**config.mk**
```make
export PLATFORM = sky130hd
export DESIGN_NAME = dcs_clock_switch
export DESIGN_NICKNAME = d
export VERILOG_FILES = /design/src/design/dcs_pkg.sv /design/src/design/dcs_clock_switch.sv /design/src/design/dcs_sync.sv /design/src/design/dcs_prediv.sv
export SDC_FILE = /design/constraint.sdc
export NUM_CORES = 1
export LEC_CHECK = 0
export BUFFER_PORTS_ARGS = -buffer_cell sky130_fd_sc_hd__buf_4
export CAP_MARGIN = 10
export CORE_UTILIZATION = 43
export CTS_BUF_LIST = sky130_fd_sc_hd__clkbuf_16
export DETAILED_ROUTE_END_ITERATION = 6
export GPL_ROUTABILITY_DRIVEN = 0
export GPL_TIMING_DRIVEN = 1
export HOLD_SLACK_MARGIN = 0.02
export PLACE_DENSITY = 0.74
export SLEW_MARGIN = 30
export SYNTH_ARGS = -nofsm -noshare
export SYNTH_HDL_FRONTEND = slang
export SYNTH_SLANG_ARGS = --single-unit
```
**constraint.sdc**
```tcl
create_clock -name pclk -period 2.69 [get_ports pclk]
set_clock_uncertainty 0.15 [all_clocks]
set_input_delay 0 -clock pclk [delete_from_list [all_inputs] [get_ports pclk]]
set_output_delay 0 -clock pclk [all_outputs]
set_load 0.005 [all_outputs]
```
**src/design/dcs_pkg.sv**
```systemverilog
// constants and types of the dual clock switch and pre-divider
// What this block does
// dual option: go-fast and go-slow commands pick the system clock source
// dual option: halt or stop entry returns the system clock to slow
// dual option: pre-divider and slow peripherals always run from the slow clock
// go-fast starts fast oscillator, waits 12 fast cycles, then switches
// go-slow waits 2 slow cycles, then switches back to slow
// single clock options treat go-fast and go-slow as no-operations
// single clock options set the backup flag before stop entry
// pre-divider is a 15-stage counter advancing on input clock falling edges
// stages 11 to 15 clear on reset and on the clear command
// pre-divider taps feed pump, display, sound and chattering timing
// each period of stage 14 sets the halt-release request flag; code drops the pulse when the clear command falls in the same cycle
// request flag with interrupt enable raises the pre-divider interrupt
// request flag with halt-release enable releases halt, sets start flag
// fast-only option: pre-divider input is fast clock divided by 1, 4, 8 or 16
// dual option: fast oscillator runs only from go-fast until halt, stop, go-slow; code keeps it on through cooling and until the mux has left fast
// dual option: while fast drives the system clock, everything else keeps the slow clock
// slow oscillator runs after reset unless fast-only; halted in stop
// every source switch is glitch-free, no phase shorter than the faster source
package dcs_pkg;
  localparam logic [1:0] OPT_DUAL = 2'h0;
  localparam logic [1:0] OPT_FAST_ONLY = 2'h1;
  localparam logic [1:0] OPT_SLOW_ONLY = 2'h2;
  localparam logic [1:0] PH_DIV1 = 2'h0;
  localparam logic [1:0] PH_DIV4 = 2'h1;
  localparam logic [1:0] PH_DIV8 = 2'h2;
  localparam logic [1:0] PH_DIV16 = 2'h3;
  localparam logic [3:0] DIV4_LAST = 4'h3;
  localparam logic [3:0] DIV8_LAST = 4'h7;
  localparam logic [3:0] DIV16_LAST = 4'hf;
  localparam int PREDIV_STAGES = 15;
  localparam int HALT_TAP_BIT = 13;
  localparam int CLEAR_LOW_BIT = 10;
  localparam logic [3:0] WARM_LAST = 4'hb;
  localparam logic [3:0] COOL_LAST = 4'h1;
  localparam logic [7:0] ADDR_CTRL = 8'h00;
  localparam logic [7:0] ADDR_CFG = 8'h04;
  localparam logic [7:0] ADDR_STATUS = 8'h08;
  localparam logic [7:0] ADDR_MASK = 8'h0c;
  localparam logic [7:0] ADDR_STATE = 8'h10;
  localparam int CTRL_GO_FAST = 0;
  localparam int CTRL_GO_SLOW = 1;
  localparam int CTRL_HALT = 2;
  localparam int CTRL_STOP = 3;
  localparam int CTRL_CLEAR = 4;
  localparam int CFG_IRQ_EN = 0;
  localparam int CFG_HREL_EN = 1;
  localparam int CFG_BACKUP = 2;
  localparam int STS_HRF = 0;
  localparam int STS_START = 1;
  localparam int STS_SWITCH = 2;
  localparam int STS_W = 3;
  localparam logic [1:0] CFG_EN_RESET = 2'h0;
  localparam logic [STS_W-1:0] MASK_RESET = 3'h0;
  typedef enum logic [2:0] {
    ST_SLOW = 3'b000,
    ST_WARM = 3'b001,
    ST_FAST = 3'b010,
    ST_COOL = 3'b011,
    ST_HALT = 3'b100,
    ST_STOP = 3'b101
  } dcs_state_t;
endpackage : dcs_pkg

```
**src/design/dcs_clock_switch.sv**
```systemverilog
// clock source switch, sequencer, pre-divider front end and APB registers
//
// Decided for this implementation: the placing of the registers and the APB register port.
`timescale 1ns/1ps
`default_nettype none
module dcs_clock_switch
  import dcs_pkg::*;
#(
  parameter logic [1:0] CLK_OPTION = OPT_DUAL,
  parameter logic [1:0] PH_SELECT = PH_DIV1,
  parameter logic BACKUP_INIT = 1'b1,
  parameter int ADDR_W = 8
) (
  // clock and reset
  input wire logic pclk,
  input wire logic presetn,
  // apb slave
  input wire logic psel,
  input wire logic penable,
  input wire logic pwrite,
  input wire logic [ADDR_W-1:0] paddr,
  input wire logic [31:0] pwdata,
  output logic [31:0] prdata,
  output logic pready,
  output logic pslverr,
  // oscillator pins
  input wire logic slow_osc_clock,
  input wire logic fast_osc_clock,
  input wire logic stop_wake,
  output logic slow_osc_enable,
  output logic fast_osc_enable,
  output logic osc_backup_flag,
  // core side
  output logic sysclk_out,
  output logic core_halted,
  output logic core_stopped,
  output logic [PREDIV_STAGES-1:0] prediv_taps,
  output logic prediv_irq,
  output logic irq
);
  logic slow_s, fast_s, wake_s;
  logic slow_d, fast_d, wake_d;
  dcs_state_t state, next_state;
  logic [3:0] seq_cnt;
  logic [3:0] div_cnt;
  logic sel_fast, parked;
  logic irq_en, hrel_en;
  logic [STS_W-1:0] status, mask;
  logic [PREDIV_STAGES-1:0] pdiv_count;
  logic tap_period;

  // pin synchronisers; edges use only the second stage and a delayed copy
  dcs_sync #(.W(3)) u_sync (
    .pclk(pclk),
    .presetn(presetn),
    .d({slow_osc_clock, fast_osc_clock, stop_wake}),
    .q({slow_s, fast_s, wake_s})
  );

  always_ff @(posedge pclk or negedge presetn)
  begin
    if (!presetn)
    begin
      slow_d <= 1'b0;
      fast_d <= 1'b0;
      wake_d <= 1'b0;
    end
    else
    begin
      slow_d <= slow_s;
      fast_d <= fast_s;
      wake_d <= wake_s;
    end
  end

  wire slow_fall = slow_d & ~slow_s;
  wire fast_fall = fast_d & ~fast_s;
  wire wake_rise = wake_s & ~wake_d;
  wire is_dual = (CLK_OPTION == OPT_DUAL);
  wire is_fast_only = (CLK_OPTION == OPT_FAST_ONLY);

  // apb decode; one wait state so that every output is a flop
  wire [7:0] reg_addr = paddr[7:0];
  wire hit_ctrl = (reg_addr == ADDR_CTRL);
  wire hit_cfg = (reg_addr == ADDR_CFG);
  wire hit_status = (reg_addr == ADDR_STATUS);
  wire hit_mask = (reg_addr == ADDR_MASK);
  wire hit_state = (reg_addr == ADDR_STATE);
  wire addr_ok = hit_ctrl | hit_cfg | hit_status | hit_mask | hit_state;
  wire access_first = psel & penable & ~pready;
  wire wr_go = psel & penable & pready & pwrite & ~pslverr;
  wire cmd_fast = wr_go & hit_ctrl & pwdata[CTRL_GO_FAST];
  wire cmd_slow = wr_go & hit_ctrl & pwdata[CTRL_GO_SLOW];
  wire cmd_halt = wr_go & hit_ctrl & pwdata[CTRL_HALT];
  wire cmd_stop = wr_go & hit_ctrl & pwdata[CTRL_STOP];
  wire cmd_clear = wr_go & hit_ctrl & pwdata[CTRL_CLEAR];
  wire wr_cfg = wr_go & hit_cfg;
  wire wr_status = wr_go & hit_status;
  wire wr_mask = wr_go & hit_mask;

  wire [31:0] rd_cfg = {29'h0, osc_backup_flag, hrel_en, irq_en};
  wire [31:0] rd_status = {29'h0, status};
  wire [31:0] rd_mask = {29'h0, mask};
  wire [31:0] rd_state = {8'h0, 1'b0, pdiv_count, 1'b0, parked, sel_fast,
                          2'h0, state};
  wire [31:0] rd_data = hit_cfg ? rd_cfg :
                        hit_status ? rd_status :
                        hit_mask ? rd_mask :
                        hit_state ? rd_state : 32'h0000_0000;

  always_ff @(posedge pclk or negedge presetn)
  begin
    if (!presetn)
    begin
      pready <= 1'b0;
      pslverr <= 1'b0;
      prdata <= 32'h0000_0000;
    end
    else
    begin
      pready <= access_first;
      pslverr <= access_first & ~addr_ok;
      prdata <= (access_first & ~pwrite) ? rd_data : 32'h0000_0000;
    end
  end

  // sequencer
  wire busy_go = (state == ST_HALT) || (state == ST_STOP);
  wire enter_halt = cmd_halt & ~busy_go;
  wire enter_stop = cmd_stop & ~busy_go;
  wire start_evt = tap_period & hrel_en;
  wire halt_release = start_evt | wake_rise;

  always_comb
  begin
    next_state = state;
    unique case (state)
      ST_SLOW:
      begin
        if (cmd_fast && is_dual)
          next_state = ST_WARM;
      end
      ST_WARM:
      begin
        if (cmd_slow)
          next_state = ST_SLOW;
        else if (fast_fall && seq_cnt == WARM_LAST)
          next_state = ST_FAST;
      end
      ST_FAST:
      begin
        if (cmd_slow)
          next_state = ST_COOL;
      end
      ST_COOL:
      begin
        if (slow_fall && seq_cnt == COOL_LAST)
          next_state = ST_SLOW;
      end
      ST_HALT:
      begin
        if (halt_release)
          next_state = ST_SLOW;
      end
      ST_STOP:
      begin
        if (wake_rise)
          next_state = ST_SLOW;
      end
      default:
      begin
        next_state = ST_SLOW;
      end
    endcase
    if (enter_stop)
      next_state = ST_STOP;
    else if (enter_halt)
      next_state = ST_HALT;
  end

  // counts target-clock falling edges while warming or cooling
  wire seq_edge = ((state == ST_WARM) && fast_fall) || ((state == ST_COOL) && slow_fall);

  always_ff @(posedge pclk or negedge presetn)
  begin
    if (!presetn)
    begin
      state <= ST_SLOW;
      seq_cnt <= 4'h0;
    end
    else
    begin
      state <= next_state;
      if (next_state != state)
        seq_cnt <= 4'h0;
      else if (seq_edge)
        seq_cnt <= seq_cnt + 4'h1;
    end
  end

  // source wanted by the sequencer; cooling still runs on fast
  wire want_fast = is_fast_only ||
                   (is_dual && ((state == ST_FAST) || (state == ST_COOL)));
  wire cur_lvl = sel_fast ? fast_s : slow_s;
  wire tgt_fall = want_fast ? fast_fall : slow_fall;

  // glitch-free mux: ride the old source down, hold low, take the new one
  // at its own falling edge, so no phase is shorter than the faster source's
  always_ff @(posedge pclk or negedge presetn)
  begin
    if (!presetn)
    begin
      sel_fast <= 1'b0;
      parked <= 1'b0;
      sysclk_out <= 1'b0;
    end
    else if (parked)
    begin
      sysclk_out <= 1'b0;
      if (tgt_fall)
      begin
        sel_fast <= want_fast;
        parked <= 1'b0;
      end
    end
    else
    begin
      sysclk_out <= cur_lvl;
      if (want_fast != sel_fast && !cur_lvl)
        parked <= 1'b1;
    end
  end

  wire switch_evt = parked & tgt_fall;

  // fast oscillator also runs until the mux has left it, else the
  // parking step would wait forever on a frozen clock
  wire next_fast_en = is_fast_only ? (state != ST_STOP) :
                      is_dual & (want_fast | (state == ST_WARM) | sel_fast);
  wire next_slow_en = ~is_fast_only & (state != ST_STOP);

  always_ff @(posedge pclk or negedge presetn)
  begin
    if (!presetn)
    begin
      fast_osc_enable <= 1'b0;
      slow_osc_enable <= 1'b0;
      core_halted <= 1'b0;
      core_stopped <= 1'b0;
    end
    else
    begin
      fast_osc_enable <= next_fast_en;
      slow_osc_enable <= next_slow_en;
      core_halted <= (state == ST_HALT);
      core_stopped <= (state == ST_STOP);
    end
  end

  // pre-divider input: slow clock, or divided fast clock in fast-only
  wire [3:0] div_last = (PH_SELECT == PH_DIV4) ? DIV4_LAST :
                        (PH_SELECT == PH_DIV8) ? DIV8_LAST : DIV16_LAST;
  wire div_wrap = fast_fall && (div_cnt == div_last);
  wire fast_tick = (PH_SELECT == PH_DIV1) ? fast_fall : div_wrap;
  wire pdiv_tick = is_fast_only ? fast_tick : slow_fall;

  always_ff @(posedge pclk or negedge presetn)
  begin
    if (!presetn)
      div_cnt <= 4'h0;
    else if (div_wrap)
      div_cnt <= 4'h0;
    else if (fast_fall)
      div_cnt <= div_cnt + 4'h1;
  end

  dcs_prediv u_prediv (
    .pclk(pclk),
    .presetn(presetn),
    .tick(pdiv_tick),
    .clear_high(cmd_clear),
    .count(pdiv_count),
    .tap_period(tap_period)
  );

  // configuration; backup flag forced in single options before stop
  wire stop_backup = ~is_dual & enter_stop;

  always_ff @(posedge pclk or negedge presetn)
  begin
    if (!presetn)
    begin
      {hrel_en, irq_en} <= CFG_EN_RESET;
      osc_backup_flag <= 1'b0;
      mask <= MASK_RESET;
    end
    else
    begin
      if (wr_cfg)
      begin
        irq_en <= pwdata[CFG_IRQ_EN];
        hrel_en <= pwdata[CFG_HREL_EN];
      end
      if (stop_backup)
        osc_backup_flag <= 1'b1;
      else if (wr_cfg)
        osc_backup_flag <= pwdata[CFG_BACKUP];
      if (wr_mask)
        mask <= pwdata[STS_W-1:0];
    end
  end

  // marks the first edge after reset release; chk_fast_off_halt waits for it
  logic boot_done;

  always_ff @(posedge pclk or negedge presetn)
  begin
    if (!presetn)
      boot_done <= 1'b0;
    else
      boot_done <= 1'b1;
  end

  // sticky status, write one to clear, a new event wins over the clear
  wire [STS_W-1:0] evt = {switch_evt, start_evt, tap_period};
  wire [STS_W-1:0] w1c = wr_status ? pwdata[STS_W-1:0] : '0;

  always_ff @(posedge pclk or negedge presetn)
  begin
    if (!presetn)
    begin
      status <= '0;
      prediv_irq <= 1'b0;
      irq <= 1'b0;
      prediv_taps <= '0;
    end
    else
    begin
      status <= (status & ~w1c) | evt;
      prediv_irq <= status[STS_HRF] & irq_en;
      irq <= |(status & mask & {2'b11, irq_en});
      prediv_taps <= pdiv_count;
    end
  end
endmodule : dcs_clock_switch
`default_nettype wire

```
**src/design/dcs_sync.sv**
```systemverilog
// two-stage synchroniser for pins from outside the pclk domain
`timescale 1ns/1ps
`default_nettype none
module dcs_sync #(
  parameter int W = 1
) (
  // clock and reset
  input wire logic pclk,
  input wire logic presetn,
  // data
  input wire logic [W-1:0] d,
  output logic [W-1:0] q
);
  logic [W-1:0] meta;

  always_ff @(posedge pclk or negedge presetn)
  begin
    if (!presetn)
    begin
      meta <= '0;
      q <= '0;
    end
    else
    begin
      meta <= d;
      q <= meta;
    end
  end
endmodule : dcs_sync
`default_nettype wire

```
**src/design/dcs_prediv.sv**
```systemverilog
// pre-divider counter with partial clear and stage-14 period pulse
`timescale 1ns/1ps
`default_nettype none
module dcs_prediv
  import dcs_pkg::*;
#(
  parameter int STAGES = PREDIV_STAGES
) (
  // clock and reset
  input wire logic pclk,
  input wire logic presetn,
  // control
  input wire logic tick,
  input wire logic clear_high,
  // state
  output logic [STAGES-1:0] count,
  output logic tap_period
);
  logic [STAGES-1:0] next_count;
  logic [STAGES-1:0] high_mask;
  wire tap_falls = tick & (&count[HALT_TAP_BIT:0]);

  always_comb
  begin
    high_mask = '0;
    high_mask[STAGES-1:CLEAR_LOW_BIT] = '1;
    next_count = tick ? count + 1'b1 : count;
    if (clear_high)
      next_count = next_count & ~high_mask;
  end

  always_ff @(posedge pclk or negedge presetn)
  begin
    if (!presetn)
    begin
      count <= '0;
      tap_period <= 1'b0;
    end
    else
    begin
      count <= next_count;
      tap_period <= tap_falls & ~clear_high;
    end
  end
endmodule : dcs_prediv
`default_nettype wire

```
==> results of run 1 <==
## final timing paths
path,end,depth (start not counted)
hold / removal,pslverr$_DFF_PN0_,3
setup / recovery,seq_cnt[2]$_DFFE_PN0P_,6
min in group asynchronous,prediv_taps[1]$_DFF_PN0_,2
max in group asynchronous,u_prediv.count[12]$_DFFE_PN0P_,2
hold reg to reg,u_sync.q[1]$_DFF_PN0_,0
setup reg to reg,seq_cnt[2]$_DFFE_PN0P_,6
## placed cells by master (no fill, tap or decap), types with 6 or more instances in the layout
master,Yosys,routed
xor2_1,7,7
xnor2_1,7,7
a21oi_1,9,9
nand4_1,8,8
and3_1,18,18
buf_4,13,67
mux2_2,7,7
dlygate4sd3_1,0,18
nand2_1,29,29
o21ai_0,9,9
nor3_1,8,8
conb_1,1,12
nor2_1,15,15
dfrtp_1,87,87
and2_1,6,6
clkbuf_16,0,9
## routing by layer
layer	part of all wire [%]	vias up	global-route usage [%]
met2	51	78	29.32
met3	6.1	15	3.803
met5	0	-	0
li1	-	1224	-
met1	41	1280	23.30
met4	1.9	0	10.38
## Yosys cell counts, types with 3 or more instances
| library cell | n | share of area (%) |
|---|---|---|
| ha_1 | 3 | 1.0 |
| or3_1 | 3 | 0.52 |
| nor2b_1 | 5 | 0.86 |
| nand3_1 | 4 | 0.55 |
| and2_1 | 6 | 1.0 |
| xor2_1 | 7 | 1.7 |
| and3_1 | 18 | 3.1 |
| nand2_1 | 29 | 3.0 |
| buf_4 | 13 | 2.7 |
| o21ai_0 | 9 | 1.2 |
| o21a_1 | 3 | 0.62 |
| mux2i_1 | 3 | 0.83 |
| a21oi_1 | 9 | 1.2 |
| nor3_1 | 8 | 1.1 |
| nor2_1 | 15 | 1.5 |
| nand2b_1 | 4 | 0.69 |
| nor3b_1 | 3 | 0.62 |
| xnor2_1 | 7 | 1.7 |
| inv_1 | 5 | 0.52 |
| clkbuf_1 | 5 | 0.52 |
| dfrtp_1 | 87 | 60 |
| nand4_1 | 8 | 1.4 |
| mux2_2 | 7 | 2.2 |
## cells by family after synthesis
group	count (synthesis)	synth area share, %
AOI/OAI and AO/OA	39	7.701
xor gates and xnor gates	14	3.369
adders and majority gates	3	1.031
buffers and inverters	26	4.297
DFF	87	59.81
muxes	10	2.991
other	1	0.1030
and+or+nand+nor	125	20.69
## registers in the layout, indices dropped and copies added (netlist names), 3 cells and up
signal          flops
prdata             20
prediv_taps        15
u_prediv.count     15
seq_cnt             4
mask                3
state               3
status              3
u_sync.meta         3
u_sync.q            3
## metrics by stage
step,utilization [%],std cells
3_3_place_gp,50.94,468
5_1_grt,56.74,502
6_report,56.74,502
4_1_cts,56.74,502
2_1_floorplan,-,316
3_5_place_dp,50.98,468
## worst max-delay path: stages (launching register included)
cell	delay, ns
dfrtp_1	0.53
or3b_1	0.50
a21oi_1	0.21
a32oi_1	0.12
a2bb2oi_4	0.21
mux2i_1	0.34
nor2_1	0.09
## layout make-up
cell class	count	area [sq um]	share of cell area, %
Tap cell	105	131.4	2.818
Clock buffer	9	225.2	4.831
Clock inverter	7	67.56	1.449
Timing Repair Buffer	86	694.4	14.90
Inverter	5	18.77	0.4026
Multi-Input combinational cell	203	1348	28.90
Sequential cell	87	2177	46.70
## where the power goes
group	internal [mW]	total [mW]	switching (mW)	leakage, nW
clock	0.644	1.19	0.548	0.133
sequential	1.39	1.48	0.0857	1.11
combinational	0.130	0.238	0.108	0.980
## repair_timing
item,in CTS,in global routing
setup endpoints to repair,0,0
hold buffers,18,0
resized for setup,0,0
hold endpoints to repair,112,0
==> impl_metrics.toml, run 1 <==
[logic_synthesis]
postSynth.asyncResetShare_pct = 100.0
synth_edf_count = 0
synth_area_sq_um = 3640
synth_area_per_cell_sq_um = 11.93
ys_ff_latch = 87
synth_flop_cell = "dfrtp_1"
ys_warn_count = 0
yosysSeqAreaShare_pct = 59.81
synth.distinct_cells = 58
netlist_instances = 305

[power]
cellPowerDensity_nw_per_um2 = 624.0
peakVddDrop_v = 0.0003699
power_mw = 2.909
p_leak_nw = 2.225

[setup_path]
cp_data_arrival_time_ns = 2.33
end_kind = "flip-flop"
crit_path_start = "state[1]$_DFF_PN0_"
path_class = "reg2reg"
reg2reg_from = "state[1]$_DFF_PN0_"
startpoint_type = "flip-flop"
critPathMaxFanout = 11
required_ns = 2.76
regToRegSetupSlack_ns = 0.43

[placement]
place_ws_ns = 0.4556
postPlaceCellArea_sq_um = 4189
portBuffers = 65
place.detailed.hpwl_microns = 5147

[global_routing]
gr-total-overflow = 0
grtUsageTotal_pct = 18.40
grt_pass1_vias = 2521
antenna_found_initial = 0
grt_pass1_wl_microns = 12220
grt_max_degree = 88

[final_layout]
fin_nets = 443
fillerInstances = 667
synthToLayoutAreaGrowth_pct = 28.09
fin_area_sq_um = 4662
drive_gt1_share_pct = 25.94
antenna_cells = 0

[timing]
fin_setup_tns_ns = 0
post-route-period-util_pct = 84.10
rsz0062_at_grt = "false"
setup-violations-final = 0
setup_slack_ns = 0.4278
worst_slew_margin_rel_pct = 49.42
worst_pin_slew_ns = 0.7587
finalMaxSlewViolations = 0
finalHoldViolCount = 0
whs_ns = 0.04113
fmax_ghz = 0.4421
finalCriticalPeriod_ns = 2.262

[clock_network]
insertion_delay_ns = 0.34
cts_buffers = 9
root_buffer = "clkbuf_16"
clk_pin_slew_ns = 0.07
htreeDepth = 3
cts.sinks = 87
cts_tree = "done"
clockBufferDepth = 2
post_cts_buffers = 0

[hold_path]
min_path_type = "in2reg"
hp-start = "paddr[5]"

[routing]
dr.pass1.iters = 4
drtIter0Drc = 139
routed_wl_microns = 7477
vias_per_cell = 5.173
num_vias = 2597
wl_per_cell_microns = 14.89
drc = 0
ant_nets = 0

[run_status]
outcome = "finished clean"

[die]
die_w_microns = 94
die-area_sq_um = 8836
coreArea_sq_um = 8217
start_util_pct = 44.30
row_count = 33
pin_count = 105
die_h_microns = 94

[job]
max_cap_violations = 0
Power figures use the tool's default switching activity.
==> run 2: changes to the inputs <==
==> constraint.sdc (replaced) <==
create_clock -name pclk -period 2.1 [get_ports pclk]
set_clock_uncertainty 0.15 [all_clocks]
set_input_delay 0 -clock pclk [delete_from_list [all_inputs] [get_ports pclk]]
set_output_delay 0 -clock pclk [all_outputs]
set_load 0.005 [all_outputs]
==> run 2 against run 1 <==
  * Cell area is 5.7% higher
  * Non-clock buffer count is 24 higher
  * Final cell count grew 4.8%
  * Clock-buffer cell count unchanged
  * First-iteration DRC count shrank 2.9%
  * Sequential power up 28%
  * Critical path depth unchanged
  * Clock power grew 26%
  * Total power rose by 28%
  * Critical path type unchanged
  * Largest power group unchanged
==> impl_metrics.toml, run 2 (synthesized netlist as in run 1, its figures left out) <==
[global_routing]
gr-total-overflow = 0
grt_pass1_vias = 2519
antenna_found_initial = 0
grt_pass1_wl_microns = 12410
gr-usage-met3_pct = 3.479
grt_max_degree = 58
use_met2_pct = 29.68
grtUsageTotal_pct = 18.61
grt-busiest-layer = "met2"
grt_use_met1_pct = 24.76

[clock_network]
htreeDepth = 3
root_buffer = "clkbuf_16"
insertion_delay_ns = 0.34
cts_buffers = 9
cts.sinks = 87
clockBufferDepth = 2
clk_pin_slew_ns = 0.06
cts_tree = "done"

[run_status]
outcome = "finished clean"

[die]
die_w_microns = 94
coreArea_sq_um = 8217
row_count = 33
start_util_pct = 44.30
die_h_microns = 94
die-area_sq_um = 8836
pin_count = 105

[routing]
vias_per_cell = 5.074
dr.pass1.iters = 4
ant_nets = 0
drc = 0
wl_per_cell_microns = 14.80
num_vias = 2669
routed_wl_microns = 7783
drtIter0Drc = 135

[timing]
worst_pin_slew_ns = 0.7063
finalCriticalPeriod_ns = 2.048
finalHoldViolCount = 0
worst_slew_margin_rel_pct = 52.91
setup-violations-final = 0
whs_ns = 0.08006
fmax_ghz = 0.4882
finalMaxSlewViolations = 0
post-route-period-util_pct = 97.53

[final_layout]
largest_register = "prdata"
layout_commonest_cell = "buf_4"
postLayoutCoreUtil_pct = 59.95
largestRegisters = "prdata: 20 flops, prediv_taps: 15 flops, u_prediv.count: 15 flops"
instances_no_fill = 526
largest_reg_flops = 20
final_cell_mix = "93 x buf_4, 86 x dfrtp_1, 28 x nand2_1"
drive_gt1_share_pct = 34.44
antenna_cells = 0
fin_nets = 467
synthToLayoutAreaGrowth_pct = 35.34

[setup_path]
end_kind = "flip-flop"
required_ns = 2.17
startpoint_type = "flip-flop"
critPathMaxFanout = 7
cp_data_arrival_time_ns = 2.12
path_class = "reg2reg"

[placement]
place.detailed.hpwl_microns = 5244
dp.cells = 485
portBuffers = 65

[power]
power_mw = 3.711
peakVddDrop_v = 0.0003490
cellPowerDensity_nw_per_um2 = 753.3
p_leak_nw = 2.386

[job]
max_cap_violations = 0

[hold_path]
min_path_type = "in2reg"
==> run 2: changes by cell type in the layout (fill, tap and decap cells not counted), sizes merged <==
| cell | before | now |
|---|---|---|
| dlygate4sd3 | 18 | 14 |
| clkinv | 2 | 3 |
| dlymetal6s4s | 0 | 2 |
| inv | 7 | 8 |
| buf | 68 | 94 |
| clkinvlp | 3 | 1 |
==> run 2: per-layer routing <==
layer	up-vias	wire, microns
li1	1270	-
met1	1311	3288
met2	71	3976
met3	17	358
met4	0	160
met5	-	0
==> run 2: cell type report <==
cell class	count	area [sq um]
fillers	640	3291
flip-flops and latches	87	2178
multi-input cells	203	1444
repair buffers	110	874.6
clock buffers	9	225.2
well taps	105	131.4
clock inverters	7	53.80
inverters	5	18.77
==> run 2: worst paths after layout <==
kind / start / endpoint / slack, ns / cells after the start
worst max-delay path: state[0]$_DFF_PN0_ / seq_cnt[2]$_DFFE_PN0P_ / 0.05 / 6
worst min-delay path: paddr[3] / pslverr$_DFF_PN0_ / 0.08 / 4
worst max register to register: state[0]$_DFF_PN0_ / seq_cnt[2]$_DFFE_PN0P_ / 0.05 / 6
worst min register to register: u_sync.meta[2]$_DFF_PN0_ / u_sync.q[2]$_DFF_PN0_ / 0.20 / 0
max in group asynchronous: presetn / prdata[1]$_DFF_PN0_ / 1.00 / 3
min in group asynchronous: presetn / prediv_taps[4]$_DFF_PN0_ / 0.10 / 2
==> run 2: per-stage QoR <==
stage / setup TNS [ns] / worst slack (ns) / instance area [sq um]
4_1_cts: 0 / 0.01106 / 4766
3_5_place_dp: -0.005389 / -0.005228 / 4313
2_1_floorplan: 0 / 0.1475 / 3681
6_report: 0 / 0.05179 / 4926
3_3_place_gp: 0 / 0.06082 / 4313
5_1_grt: -0.09903 / -0.03634 / 4926
==> run 2: power by group <==
| part | internal, mW | switching (mW) |
|---|---|---|
| Clock | 0.814 | 0.684 |
| Sequential | 1.78 | 0.106 |
| Combinational | 0.178 | 0.145 |
==> run 2: repair_timing <==
item	in CTS	in global routing
resized for setup	3	20
setup endpoints to repair	3	14
pin swaps	0	8
hold buffers	16	0
hold endpoints to repair	79	0
buffers inserted	0	10
==> run 2: critical path, cell delays in order (launching register included) <==
cell       delay (ns)
dfrtp_2          0.43
or3b_1           0.39
a21oi_1          0.22
a32oi_2          0.11
a2bb2oi_4        0.27
mux2i_4          0.30
nor2_1           0.07
